===== src/verilog/hcd_pkg.sv =====
`default_nettype none
package hcd_pkg;
	typedef logic [15:0] hcd_word_t;
	typedef logic [7:0] hcd_byte_t;

	localparam int RF_DEPTH = 32;
	localparam int BYTE_MSB = 7;
	localparam int NIB_BIT = 4;
	localparam int PROD_MSB = 15;

	localparam hcd_word_t RESET_PC = 16'h0000;
	// top of internal sram; stack starts here after reset
	localparam hcd_word_t SP_RESET = 16'h3FFF;
	localparam hcd_word_t PC_STEP = 16'h0001;
	localparam hcd_word_t SP_ONE = 16'h0001;
	localparam hcd_word_t SP_TWO = 16'h0002;
	localparam hcd_word_t NOP_WORD = 16'h0000;

	localparam hcd_word_t IO_SHORT_TOP = 16'h0040;
	localparam hcd_word_t IO_BIT_TOP = 16'h0020;
	localparam hcd_word_t NVM_BASE = 16'h1000;
	localparam hcd_word_t SRAM_BASE = 16'h1800;
	localparam hcd_word_t FLASH_BASE = 16'h8000;
	localparam hcd_word_t SPL_ADDR = 16'h003D;
	localparam hcd_word_t SPH_ADDR = 16'h003E;
	localparam hcd_word_t FLAGS_ADDR = 16'h003F;

	localparam logic [4:0] PTR_X = 5'h1A;
	localparam logic [4:0] PTR_Y = 5'h1C;
	localparam logic [4:0] PTR_Z = 5'h1E;
	localparam logic [4:0] PAIR_STEP = 5'h01;
	localparam logic [4:0] MUL_LO = 5'h00;
	localparam logic [4:0] MUL_HI = 5'h01;

	localparam int FL_C = 0;
	localparam int FL_Z = 1;
	localparam int FL_N = 2;
	localparam int FL_V = 3;
	localparam int FL_S = 4;
	localparam int FL_H = 5;
	localparam hcd_byte_t FLAGS_RESET = 8'h00;

	localparam logic [3:0] OP_NOP = 4'h0;
	localparam logic [3:0] OP_ADD = 4'h1;
	localparam logic [3:0] OP_SUB = 4'h2;
	localparam logic [3:0] OP_AND = 4'h3;
	localparam logic [3:0] OP_OR = 4'h4;
	localparam logic [3:0] OP_EOR = 4'h5;
	localparam logic [3:0] OP_MOV = 4'h6;
	localparam logic [3:0] OP_MUL = 4'h7;
	localparam logic [3:0] OP_FMUL = 4'h8;
	localparam logic [3:0] OP_LDI = 4'h9;
	localparam logic [3:0] OP_SUBI = 4'hA;
	localparam logic [3:0] OP_ANDI = 4'hB;
	localparam logic [3:0] OP_ORI = 4'hC;
	localparam logic [3:0] OP_MEM = 4'hD;
	localparam logic [3:0] OP_IO = 4'hE;
	localparam logic [3:0] OP_SYS = 4'hF;

	localparam logic [1:0] MV_SS = 2'h1;
	localparam logic [1:0] PSEL_PM = 2'h3;
	localparam logic [1:0] SUB_BIT = 2'h0;
	localparam logic [1:0] SUB_SKIP = 2'h1;
	localparam logic [1:0] SUB_JMP = 2'h2;
	localparam logic [1:0] STK_RET = 2'h0;
	localparam logic [1:0] STK_PUSH = 2'h1;
	localparam logic [1:0] STK_POP = 2'h2;

	typedef enum logic [1:0] {
		RG_IO = 2'h0,
		RG_NVM = 2'h1,
		RG_SRAM = 2'h2,
		RG_FLASH = 2'h3
	} hcd_region_e;

	typedef enum logic [4:0] {
		ST_EXEC = 5'h01,
		ST_MUL2 = 5'h02,
		ST_FLASH = 5'h04,
		ST_CALL2 = 5'h08,
		ST_RET2 = 5'h10
	} hcd_state_e;

	function automatic hcd_region_e region_of(hcd_word_t a);
		if (a >= FLASH_BASE)
			return RG_FLASH;
		else if (a >= SRAM_BASE)
			return RG_SRAM;
		else if (a >= NVM_BASE)
			return RG_NVM;
		else
			return RG_IO;
	endfunction

	function automatic logic [4:0] f_ptr(logic [1:0] sel);
		if (sel == 2'h0)
			return PTR_X;
		else if (sel == 2'h1)
			return PTR_Y;
		else
			return PTR_Z;
	endfunction

	// instruction field layout
	function automatic logic [3:0] f_op(hcd_word_t w);
		return w[15:12];
	endfunction
	function automatic logic [4:0] f_rd(hcd_word_t w);
		return w[9:5];
	endfunction
	function automatic logic [4:0] f_rr(hcd_word_t w);
		return w[4:0];
	endfunction
	function automatic logic [4:0] f_rdi(hcd_word_t w);
		return {1'b1, w[11:8]};
	endfunction
	function automatic hcd_byte_t f_imm(hcd_word_t w);
		return w[7:0];
	endfunction
	function automatic logic [1:0] f_sub(hcd_word_t w);
		return w[11:10];
	endfunction
	function automatic logic [1:0] f_psel(hcd_word_t w);
		return w[10:9];
	endfunction
	function automatic logic [4:0] f_mreg(hcd_word_t w);
		return w[8:4];
	endfunction
	function automatic logic [4:0] f_ioreg(hcd_word_t w);
		return w[10:6];
	endfunction
	function automatic logic [5:0] f_ioa(hcd_word_t w);
		return w[5:0];
	endfunction
	function automatic logic [4:0] f_bita(hcd_word_t w);
		return w[7:3];
	endfunction
	function automatic logic [2:0] f_bitn(hcd_word_t w);
		return w[2:0];
	endfunction
	function automatic logic [1:0] f_stk(hcd_word_t w);
		return w[9:8];
	endfunction
	function automatic logic f_b11(hcd_word_t w);
		return w[11];
	endfunction
	function automatic logic f_b9(hcd_word_t w);
		return w[9];
	endfunction
endpackage
`default_nettype wire


===== src/verilog/hcd_core.sv =====
`timescale 1ns/100ps
`default_nettype none
module hcd_core (
	input wire logic mclk,
	input wire logic rst_b,
	output logic [15:0] prog_addr,
	input wire logic [15:0] prog_rdata,
	output logic [15:0] dmem_addr,
	output logic [7:0] dmem_wdata,
	output logic dmem_we,
	output logic dmem_re,
	output hcd_pkg::hcd_region_e dmem_region,
	input wire logic [7:0] dmem_rdata,
	output logic [7:0] result_flags_register,
	output logic [15:0] stack_pointer,
	output logic [15:0] fetch_address_counter
);
	import hcd_pkg::*;

	hcd_state_e st_q, st_d;
	hcd_byte_t rf [0:RF_DEPTH-1];
	hcd_word_t ir_q, ir_d, pc_q, pc_d, sp_q, sp_d, tgt_q, tgt_d;
	hcd_word_t faddr_q, faddr_d, bus_a;
	hcd_byte_t result_flags_register_q, result_flags_register_d, hi_q, hi_d, bus_wd, rf_wd, alu_res, alu_result_flags_register;
	logic [16:0] prod_q, prod_d;
	logic [4:0] pend_q, pend_d, rf_wa;
	logic rf_we, pair_we, bus_wr, bus_rd, started_q;

	// decode of the instruction in execution
	wire [3:0] op = f_op(ir_q);
	wire is_alu = (op >= OP_ADD) && (op <= OP_MOV);
	wire is_imm = (op >= OP_LDI) && (op <= OP_ORI);
	wire is_mul = (op == OP_MUL) || (op == OP_FMUL);
	wire is_sys = (op == OP_SYS);
	wire sub_op = (op == OP_SUB) || (op == OP_SUBI);
	wire arith = (op == OP_ADD) || sub_op;
	wire flag_op = (is_alu || is_imm) && (op != OP_MOV) && (op != OP_LDI);
	wire is_bit = is_sys && (f_sub(ir_q) == SUB_BIT);
	wire is_skip = is_sys && (f_sub(ir_q) == SUB_SKIP);
	wire is_jmp = is_sys && (f_sub(ir_q) == SUB_JMP);
	wire is_call = is_jmp && f_b9(ir_q);
	wire is_stk = is_sys && (f_sub(ir_q) > SUB_JMP);
	wire is_push = is_stk && (f_stk(ir_q) == STK_PUSH);
	wire is_pop = is_stk && (f_stk(ir_q) == STK_POP);
	wire is_ret = is_stk && (f_stk(ir_q) == STK_RET);
	wire exec = (st_q == ST_EXEC);

	// two read ports feed the alu, one write port takes the result
	wire [4:0] alu_dst = is_imm ? f_rdi(ir_q) : f_rd(ir_q);
	wire [7:0] opa = rf[alu_dst];
	wire [7:0] opb = is_imm ? f_imm(ir_q) : rf[f_rr(ir_q)];
	wire [8:0] sum9 = sub_op ? {1'b0, opa} - {1'b0, opb}
		: {1'b0, opa} + {1'b0, opb};

	always_comb begin
		case (op)
		OP_ADD, OP_SUB, OP_SUBI: alu_res = sum9[BYTE_MSB:0];
		OP_AND, OP_ANDI: alu_res = opa & opb;
		OP_OR, OP_ORI: alu_res = opa | opb;
		OP_EOR: alu_res = opa ^ opb;
		default: alu_res = opb;
		endcase
	end

	// result flags follow each arithmetic and logic result
	always_comb begin
		alu_result_flags_register = result_flags_register_q;
		alu_result_flags_register[FL_V] = 1'b0;
		if (arith) begin
			alu_result_flags_register[FL_C] = sum9[BYTE_MSB+1];
			alu_result_flags_register[FL_H] = opa[NIB_BIT] ^ opb[NIB_BIT] ^ sum9[NIB_BIT];
			alu_result_flags_register[FL_V] = (sub_op ^ (opa[BYTE_MSB] == opb[BYTE_MSB]))
				&& (sum9[BYTE_MSB] != opa[BYTE_MSB]);
		end
		alu_result_flags_register[FL_N] = alu_res[BYTE_MSB];
		alu_result_flags_register[FL_Z] = (alu_res == '0);
		alu_result_flags_register[FL_S] = alu_res[BYTE_MSB] ^ alu_result_flags_register[FL_V];
	end

	// multiplier: sign of each operand chosen by variant
	wire [1:0] mvar = f_sub(ir_q);
	wire msa = (mvar != 2'h0);
	wire msb = (mvar == MV_SS);
	wire [7:0] ma = rf[f_rd(ir_q)];
	wire [7:0] mb = rf[f_rr(ir_q)];
	wire signed [17:0] mfull = $signed({msa & ma[BYTE_MSB], ma})
		* $signed({msb & mb[BYTE_MSB], mb});
	wire [15:0] mraw = mfull[PROD_MSB:0];
	wire [15:0] mword = (op == OP_FMUL) ? {mraw[PROD_MSB-1:0], 1'b0}
		: mraw;

	// pointer pairs and data-space flash window
	wire [4:0] ptr_lo = f_ptr(f_psel(ir_q));
	wire [15:0] ptr = {rf[ptr_lo + PAIR_STEP], rf[ptr_lo]};
	wire program_memory_load = (f_psel(ir_q) == PSEL_PM);
	wire mem_st = f_b11(ir_q);
	wire mem_flash = !mem_st && (program_memory_load || (region_of(ptr) == RG_FLASH));
	wire [15:0] flash_byte = program_memory_load ? ptr : ptr - FLASH_BASE;
	wire [15:0] io_a = 16'(f_ioa(ir_q));
	wire [15:0] bit_a = 16'(f_bita(ir_q));
	wire [2:0] bitn = f_bitn(ir_q);
	wire [15:0] ret_addr = pc_q + PC_STEP;

	// data address is settled before read data is used
	always_comb begin
		if (st_q == ST_RET2)
			bus_a = sp_q + SP_ONE;
		else if (!exec)
			bus_a = sp_q;
		else if (op == OP_MEM)
			bus_a = ptr;
		else if (op == OP_IO)
			bus_a = io_a;
		else if (is_bit || is_skip)
			bus_a = bit_a;
		else if (is_pop || is_ret)
			bus_a = sp_q + SP_ONE;
		else
			bus_a = sp_q;
	end

	// stack pointer and flags answer inside io space
	wire hit_spl = (bus_a == SPL_ADDR);
	wire hit_sph = (bus_a == SPH_ADDR);
	wire hit_flg = (bus_a == FLAGS_ADDR);
	wire int_hit = hit_spl || hit_sph || hit_flg;
	wire [7:0] int_rd = hit_spl ? sp_q[7:0] : hit_sph ? sp_q[15:8] : result_flags_register_q;
	wire [7:0] rdata = int_hit ? int_rd : dmem_rdata;
	wire [7:0] bmask = 8'h01 << bitn;

	always_comb begin
		st_d = ST_EXEC;
		pc_d = pc_q + PC_STEP;
		ir_d = prog_rdata;
		sp_d = sp_q;
		result_flags_register_d = result_flags_register_q;
		tgt_d = tgt_q;
		hi_d = hi_q;
		faddr_d = faddr_q;
		pend_d = pend_q;
		prod_d = prod_q;
		rf_we = 1'b0;
		rf_wa = alu_dst;
		rf_wd = alu_res;
		pair_we = 1'b0;
		bus_wd = rf[f_rr(ir_q)];
		bus_wr = 1'b0;
		bus_rd = 1'b0;
		case (st_q)
		ST_EXEC: begin
			if (is_alu || is_imm) begin
				rf_we = 1'b1;
				if (flag_op)
					result_flags_register_d = alu_result_flags_register;
			end else if (is_mul) begin
				prod_d = {mraw[PROD_MSB], mword};
				st_d = ST_MUL2;
			end else if (op == OP_MEM) begin
				rf_wa = f_mreg(ir_q);
				bus_wd = rf[f_mreg(ir_q)];
				if (mem_st) begin
					bus_wr = 1'b1;
				end else if (mem_flash) begin
					faddr_d = flash_byte;
					pend_d = f_mreg(ir_q);
					st_d = ST_FLASH;
				end else begin
					bus_rd = 1'b1;
					rf_we = 1'b1;
					rf_wd = rdata;
				end
			end else if (op == OP_IO) begin
				rf_wa = f_ioreg(ir_q);
				bus_wd = rf[f_ioreg(ir_q)];
				bus_wr = f_b11(ir_q);
				bus_rd = !f_b11(ir_q);
				rf_we = !f_b11(ir_q);
				rf_wd = rdata;
			end else if (is_bit) begin
				bus_rd = 1'b1;
				bus_wr = 1'b1;
				bus_wd = f_b9(ir_q) ? (rdata | bmask) : (rdata & ~bmask);
			end else if (is_skip) begin
				bus_rd = 1'b1;
				if (rdata[bitn] == f_b9(ir_q))
					ir_d = NOP_WORD;
			end else if (is_jmp) begin
				if (is_call) begin
					bus_wr = 1'b1;
					bus_wd = ret_addr[7:0];
					sp_d = sp_q - SP_ONE;
					tgt_d = prog_rdata;
					pc_d = pc_q;
					ir_d = ir_q;
					st_d = ST_CALL2;
				end else begin
					pc_d = prog_rdata;
					ir_d = NOP_WORD;
				end
			end else if (is_push) begin
				bus_wr = 1'b1;
				sp_d = sp_q - SP_ONE;
			end else if (is_pop) begin
				bus_rd = 1'b1;
				rf_we = 1'b1;
				rf_wa = f_rr(ir_q);
				rf_wd = rdata;
				sp_d = sp_q + SP_ONE;
			end else if (is_ret) begin
				bus_rd = 1'b1;
				hi_d = rdata;
				sp_d = sp_q + SP_ONE;
				pc_d = pc_q;
				ir_d = ir_q;
				st_d = ST_RET2;
			end
		end
		ST_MUL2: begin
			pc_d = pc_q;
			ir_d = ir_q;
			pair_we = 1'b1;
			result_flags_register_d[FL_C] = prod_q[PROD_MSB+1];
			result_flags_register_d[FL_Z] = (prod_q[PROD_MSB:0] == '0);
		end
		ST_FLASH: begin
			pc_d = pc_q;
			ir_d = ir_q;
			rf_we = 1'b1;
			rf_wa = pend_q;
			rf_wd = faddr_q[0] ? prog_rdata[15:8] : prog_rdata[7:0];
		end
		ST_CALL2: begin
			bus_wr = 1'b1;
			bus_wd = ret_addr[15:8];
			sp_d = sp_q - SP_ONE;
			pc_d = tgt_q;
			ir_d = NOP_WORD;
		end
		default: begin
			bus_rd = 1'b1;
			sp_d = sp_q + SP_ONE;
			pc_d = {hi_q, rdata};
			ir_d = NOP_WORD;
		end
		endcase
		if (bus_wr && hit_spl)
			sp_d[7:0] = bus_wd;
		if (bus_wr && hit_sph)
			sp_d[15:8] = bus_wd;
		if (bus_wr && hit_flg)
			result_flags_register_d = bus_wd;
	end

	// program bus lends itself to flash data reads for one cycle
	assign prog_addr = (st_q == ST_FLASH) ? {1'b0, faddr_q[15:1]} : pc_q;
	assign dmem_addr = bus_a;
	assign dmem_wdata = bus_wd;
	assign dmem_region = region_of(bus_a);
	assign dmem_we = bus_wr && !int_hit && (dmem_region != RG_FLASH);
	assign dmem_re = bus_rd && !int_hit;
	assign result_flags_register = result_flags_register_q;
	assign stack_pointer = sp_q;
	assign fetch_address_counter = pc_q;

	// single undivided clock for the whole core
	always_ff @(posedge mclk or negedge rst_b) begin
		if (!rst_b) begin
			st_q <= ST_EXEC;
			pc_q <= RESET_PC;
			ir_q <= NOP_WORD;
			sp_q <= SP_RESET;
			result_flags_register_q <= FLAGS_RESET;
			started_q <= 1'b0;
		end else begin
			st_q <= st_d;
			pc_q <= pc_d;
			ir_q <= ir_d;
			sp_q <= sp_d;
			result_flags_register_q <= result_flags_register_d;
			started_q <= 1'b1;
		end
	end

	always_ff @(posedge mclk or negedge rst_b) begin
		if (!rst_b) begin
			tgt_q <= '0;
			hi_q <= '0;
			faddr_q <= '0;
			pend_q <= '0;
			prod_q <= '0;
		end else begin
			tgt_q <= tgt_d;
			hi_q <= hi_d;
			faddr_q <= faddr_d;
			pend_q <= pend_d;
			prod_q <= prod_d;
		end
	end

	always_ff @(posedge mclk) begin
		if (rf_we)
			rf[rf_wa] <= rf_wd;
		if (pair_we) begin
			rf[MUL_LO] <= prod_q[7:0];
			rf[MUL_HI] <= prod_q[15:8];
		end
	end
endmodule
`default_nettype wire


===== config.mk =====
export PLATFORM = sky130hd
export DESIGN_NAME = hcd_core
export DESIGN_NICKNAME = d
export VERILOG_FILES = /design/src/verilog/hcd_pkg.sv /design/src/verilog/hcd_core.sv
export SDC_FILE = /design/constraint.sdc
export NUM_CORES = 2
export LEC_CHECK = 0
export BUFFER_PORTS_ARGS = -buffer_cell sky130_fd_sc_hd__buf_2
export CAP_MARGIN = 20
export CORE_UTILIZATION = 30
export CTS_CLUSTER_DIAMETER = 40
export CTS_CLUSTER_SIZE = 40
export DETAILED_ROUTE_END_ITERATION = 6
export PLACE_DENSITY = 0.41
export SYNTH_ARGS = -nofsm -noshare
export SYNTH_HDL_FRONTEND = slang
export SYNTH_SLANG_ARGS = --single-unit

===== constraint.sdc =====
create_clock -name mclk -period 13.9 [get_ports mclk]
set_input_delay 0.695 -clock mclk [delete_from_list [all_inputs] [get_ports mclk]]
set_output_delay 0.695 -clock mclk [all_outputs]
set_load 0.005 [all_outputs]

### Word-level counts from Yosys, hierarchy flattened

Memory sizes are Yosys's and may differ from the RTL's.
Cells that the tools add are included.
Widths: inputs -> output; s select.

| cells by class | value |
|---|---|
| $add $sub $neg | 7 |
| multiply operators | 1 |
| div/mod/pow operators | 0 |
| magnitude comparators | 12 |
| equality and inequality tests | 57 |
| shift-type cells | 1 |
| mux-type cells | 162 |
| bitwise gates (word level) | 23 |
| reductions and logical operators | 59 |

Operator list:

| operator | count |
|---|---|
| $mux 16 | 43 |
| $mux 8 | 29 |
| $mux 5 | 22 |
| $pmux 16 s3 | 2 |
| $ge 16x13->1 const B | 4 |
| $eq 16x6->1 const B | 3 |
| $mux 1 | 43 |
| $ne 3x2->1 const B | 14 |
| $add 16x1->16 const B | 2 |
| $ge 16x16->1 const B | 2 |
| $pmux 16 s2 | 1 |
| $pmux 8 s2 | 2 |
| $pmux 8 s4 | 1 |
| $eq 4x4->1 const B | 7 |
| $reduce_and 9->1 | 3 |
| $logic_and 1x1->1 | 20 |
| $mux 6 | 3 |
| $and 8x8->8 | 2 |
| $logic_not 16->1 | 1 |
| $mul 9x9->16 | 1 |
| $or 8x8->8 | 2 |
| $sub 16x1->16 const B | 1 |
| $sub 16x16->16 const B | 1 |
| $eq 4x3->1 const B | 3 |
| 55 further kinds | 110 |

| word-level totals | value |
|---|---|
| bits in registers | 123 |
| latch bits | 0 |
| bits in writable memories | 256 |
| bits in read-only memories | 0 |
| input port bits | 26 |
| word-level logic and storage cells | 338 |
| memories | 1 |

Memories:

| name | depth | bits a word | read ports | clocked after Yosys merged registers in | wr ports | line | RTL |
|---|---|---|---|---|---|---|---|
| rf | 32 | 8 | 7 | 0 | 2 | hcd_core.sv:21 | `hcd_byte_t rf [0:RF_DEPTH-1];` |

### Depth between registers and ports, before layout

| logic depth | value |
|---|---|
| word-level depth | 25 |
| depth in mapped cells | 34 |
| gate-level depth less buffers | 28 |

### Worst setup path before layout

Ideal clock, no wire load.

| timing | value |
|---|---|
| path type | flip-flop to flip-flop |
| from | reg ir_q[5] |
| to | reg prod_q[15] |
| library setup time | 126 ps |
| data arrival time | 7,761 ps |
| data required time | 13,774 ps |
| slack | 6,013 ps |
| cell stages (with the launch flop) | 32 |
| buffers on the path | 4 |
| period minus slack after synthesis | 7,887 ps |
| cell sequence | dfrtp_1 clkbuf_1 clkbuf_1 clkbuf_1 buf_1 mux4_2 mux4_2 mux2_2 inv_1 nor2_1 fa_1 inv_1 fa_1 inv_1 fa_1 fa_1 inv_1 fa_1 inv_1 ha_1 inv_1 nor2_1 nor2_1 o21bai_1 a21oi_1 o21bai_1 a21oi_1 o21bai_1 a21oi_1 xnor2_1 nor2_1 a221o_1 |

| on the way | value |
|---|---|
| longest elaborated chain between the ends | 4 |

Ends and longest elaborated chain:

| element | line | RTL |
|---|---|---|
| from (decl) | hcd_core.sv:22 | `hcd_word_t ir_q, ir_d, pc_q, pc_d, sp_q, sp_d, tgt_q, tgt_d;` |
| from (signal assigned) | hcd_core.sv:277 | `ir_q <= ir_d;` |
| $mem_v2 32x8 (*) | n/a |  |
| $and 1x1->1 | hcd_core.sv:86 | `wire signed [17:0] mfull = $signed({msa & ma[BYTE_MSB], ma})` |
| $mul 9x9->16 (*) | hcd_core.sv:87 | `* $signed({msb & mb[BYTE_MSB], mb});` |
| $mux 16 (*) | hcd_core.sv:89 | `wire [15:0] mword = (op == OP_FMUL) ? {mraw[PROD_MSB-1:0], 1'b0}` |
| to (signal assigned) | hcd_core.sv:296 | `prod_q <= prod_d;` |
| to (decl) | hcd_core.sv:25 | `logic [16:0] prod_q, prod_d;` |

Every way passes the cells marked *; elsewhere a longest branch is shown, timed or not.
A chain may end at the register's enable or synchronous reset.

### Worst setup path in the final report

Ends and elaborated chain as after synthesis.

==> metrics.log <==
INFO  metric detailedRoute.firstIterationViolations = 3370
INFO  metric route.vias.total = 26.03k
INFO  metric yosys-mux-area-fraction = 31.10%
INFO  metric number_of_h_tree_levels = 3
INFO  metric first_pass_grt_wire_length = 197300 um
INFO  metric fin_tns_setup = 0 ns
INFO  metric power-per-cell-area = 281.0 mW/mm2
INFO  metric worstSetupEndpointType = flop
INFO  metric final_nets = 2888
INFO  metric place_inst = 4030
INFO  metric r2r_slack = 5.27 ns
INFO  metric layout.cell_area.non_filler = 0.03690 mm2
INFO  metric wire_per_inst = 33.19 um
INFO  metric cts.repair.resized = 0
INFO  metric tritoncts_num_sinks = 379
INFO  metric cp_max_fo = 35
INFO  metric avgViaCountPerCell = 6.225
INFO  metric syn_std_cell_area = 0.03174 mm2
INFO  metric global_route.overflow_total = 0
INFO  metric final_hold_viol_count = 0
INFO  metric synthXorXnorAreaFrac = 1.841%
INFO  metric outcome = finished clean
INFO  metric grt_setup_unrepaired = no
INFO  metric relative_area_change_from_synthesis_to_final_layout = 16.26%
INFO  metric drv_slew = 0
INFO  metric layout-drive-gt1-share = 30.62%
INFO  metric clk_pin_slew_worst_paths = 0.05 ns
INFO  metric primary_flip_flop_cell_chosen_by_synthesis_mapping = sky130_fd_sc_hd__edfxtp_1
INFO  metric antenna_cells = 0
INFO  metric cts_tree = yes
INFO  metric chip_height = 327.3 um
INFO  metric cts-buffers-inserted = 80
INFO  metric worst_path_max_delay_cell = sky130_fd_sc_hd__mux2i_1
INFO  metric fmax = 115.8 MHz
INFO  metric cts_setup_buffers = 0
INFO  metric cap_violations = 0
INFO  metric largest_family_of_logic_cells_by_synthesized_area = multiplexers
INFO  metric timing_worst_slew_pin_value = 1.204 ns
INFO  metric synth_compound_gate_area_share = 11.04%
INFO  metric netlist.area_leader.share = 26.40%
INFO  metric min_period_over_period = 62.10%
INFO  metric clockBufferDepth = 3
INFO  metric placed_cell_area = 0.03395 mm2
INFO  metric antenna_left = 0
INFO  metric grtUsageTotal = 25.63%
INFO  metric instances_no_fill = 4182
INFO  metric synth_top_area_cell = sky130_fd_sc_hd__mux4_2
INFO  metric first_drt_pass_iteration_count = 6
INFO  metric first_global_vias = 25.47k
INFO  metric start_kind = flop
INFO  metric timing.clock.skew = 0.05841 ns
INFO  metric count_of_standard_cell_rows = 118
INFO  metric critPathRequiredTime = 14.42 ns
INFO  metric synth-simple-area-share = 11.05%
INFO  metric synthesis.nets = 2832
INFO  metric postSynthRegisterBits = 379
INFO  metric io_pins = 110
INFO  metric design.core.area = 0.1042 mm2
INFO  metric root_buffer = sky130_fd_sc_hd__clkbuf_16
INFO  metric post_cts_hold_buffer_count = 0
INFO  metric detail_route.drc_violations = 0
INFO  metric place.port_buffers = 109
INFO  metric initial_utilization = 30.45%
INFO  metric report.final.setup_viol = 0
INFO  metric synth_adder_area_share = 6.520%
INFO  metric part_of_the_yosys_area_used_for_sequential_elements = 33.98%
INFO  metric synth.avg_cell_area = 11.85 um2
INFO  metric dp.final_hpwl = 98370 um
INFO  metric antenna_found_initial = 7
INFO  metric ys_async_sr_fraction = 32.45%
INFO  metric maxSlewHeadroom = 19.61%
INFO  metric cpPeakStageDelay = 0.81 ns
INFO  metric total_die_area = 0.1071 mm2
INFO  metric wl = 138800 um
INFO  metric timing.hold.worst.class = input port to asynchronous set/reset pin
INFO  metric synth-warning-count = 0
INFO  metric period_minus_slack = 8.632 ns
INFO  metric power.ir.vdd_worst = 0.0005232 V
INFO  metric gpl.final_weighted_congestion = 0.9105
INFO  metric syn_inst = 2679
INFO  metric clk_latency_worst_skew_pair = 0.68 ns
INFO  metric synth_cell_types = 102
INFO  metric synth-edff-count = 256
INFO  metric leakage = 0.01346 uW
INFO  metric synth_area_leaders = sky130_fd_sc_hd__mux4_2 26%, sky130_fd_sc_hd__edfxtp_1 24%, sky130_fd_sc_hd__dfrtp_1 8.5%, sky130_fd_sc_hd__fa_1 4.0%, sky130_fd_sc_hd__nand2_1 3.6%
INFO  metric worst_ep_arrival_time = 9.15 ns
INFO  metric crit_path_frequent_cell = sky130_fd_sc_hd__inv_1
INFO  metric grt_start_max_net_pins = 75
INFO  metric fp.dieW = 327.3 um
INFO  metric criticalPathCategory = flop to flop
## layout make-up
cell class,count,area [um2]
Clock buffer,93,2197
Clock inverter,56,705.7
Fill cell,10303,67340
Inverter,130,488.0
Multi-Input combinational cell,1951,19700
Sequential cell,379,10820
Tap cell,1380,1727
Timing Repair Buffer,193,1265
## per-layer routing
layer,vias to the layer above,routed length [um],track usage (%)
li1,10583,-,-
met1,13588,57330,34.73
met2,1559,62110,38.67
met3,299,13310,7.079
met4,4,6033,10.24
met5,-,27,0
## sequential cells by signal, indices dropped and copies added, names as in the netlist, 16 cells and up
name,flops
faddr_q,16
fetch_address_counter,16
ir_q,16
prod_q,17
rf,256
stack_pointer,16
tgt_q,16
## logic make-up after synthesis
group | after synthesis
and+or+nand+nor | 747
muxes | 515
AOI/OAI and AO/OA | 497
DFF | 379
buffers and inverters | 349
adders and majority gates | 127
xor gates and xnor gates | 65
## worst max-delay path: cells and delay by family, from the launching register on
| family | cells | cell delay [ns] |
|---|---|---|
| AOI/OAI and AO/OA | 7 | 1.18 |
| xor gates and xnor gates | 1 | 0.16 |
| adders and majority gates | 6 | 2.27 |
| buffers and inverters | 8 | 1.65 |
| DFF | 1 | 0.79 |
| muxes | 3 | 1.89 |
| and+or+nand+nor | 4 | 0.51 |
## placed cells by master, fill, tap and decap left out, drive strengths merged, types with 93 or more instances in the layout
master / synthesis / layout
mux4: 372 / 372
nand2: 304 / 304
edfxtp: 256 / 256
nor2: 196 / 196
buf: 94 / 193
inv: 126 / 140
o21ai: 114 / 114
dfrtp: 108 / 108
mux2i: 95 / 95
clkbuf: 125 / 93
## through the flow
stage / power (uW) / hold slack (ns) / setup slack [ns] / util (%)
floorplan: 6305 / 0.3994 / 6.013 / -
CTS: 10450 / 0.07150 / 5.289 / 35.35
global route: 11180 / 0.1033 / 4.689 / 35.40
finish: 10370 / 0.06124 / 5.268 / 35.40
detailed placement: 8355 / 0.4699 / 5.301 / 32.57
global placement: 8356 / 0.4633 / 5.231 / 32.46
## cell usage after synthesis, types with 30 or more instances
library cell,n
sky130_fd_sc_hd__a21oi_1,64
sky130_fd_sc_hd__xnor2_1,41
sky130_fd_sc_hd__a211oi_1,44
sky130_fd_sc_hd__edfxtp_1,256
sky130_fd_sc_hd__mux4_2,372
sky130_fd_sc_hd__mux2i_1,95
sky130_fd_sc_hd__o211ai_1,30
sky130_fd_sc_hd__clkbuf_1,125
sky130_fd_sc_hd__nor2_1,194
sky130_fd_sc_hd__dfrtp_1,108
sky130_fd_sc_hd__nand3_1,47
sky130_fd_sc_hd__inv_1,124
sky130_fd_sc_hd__buf_2,39
sky130_fd_sc_hd__o21ai_0,108
sky130_fd_sc_hd__nand2_1,302
sky130_fd_sc_hd__mux2_2,48
sky130_fd_sc_hd__buf_1,44
sky130_fd_sc_hd__fa_1,64
sky130_fd_sc_hd__ha_1,63
## final timing paths
path                               startpoint                       end  depth (start not counted)
worst max-delay path                  ir_q[5]                prod_q[15]                         29
worst min-delay path                    rst_b  fetch_address_counter[7]                          1
worst max register to register        ir_q[5]                prod_q[15]                         29
worst min register to register        hi_q[6]                   hi_q[6]                          2
max in group asynchronous               rst_b                   ir_q[0]                          2
min in group mclk               prog_rdata[3]                   ir_q[3]                          2
## report_power, final
group	switching, uW	leakage (uW)	total, uW	internal (uW)
Combinational	3730	0.00825	6350	2620
Sequential	317	0.00379	1960	1650
Clock	733	0.00141	2060	1320
(Power assumes the default switching activity.)
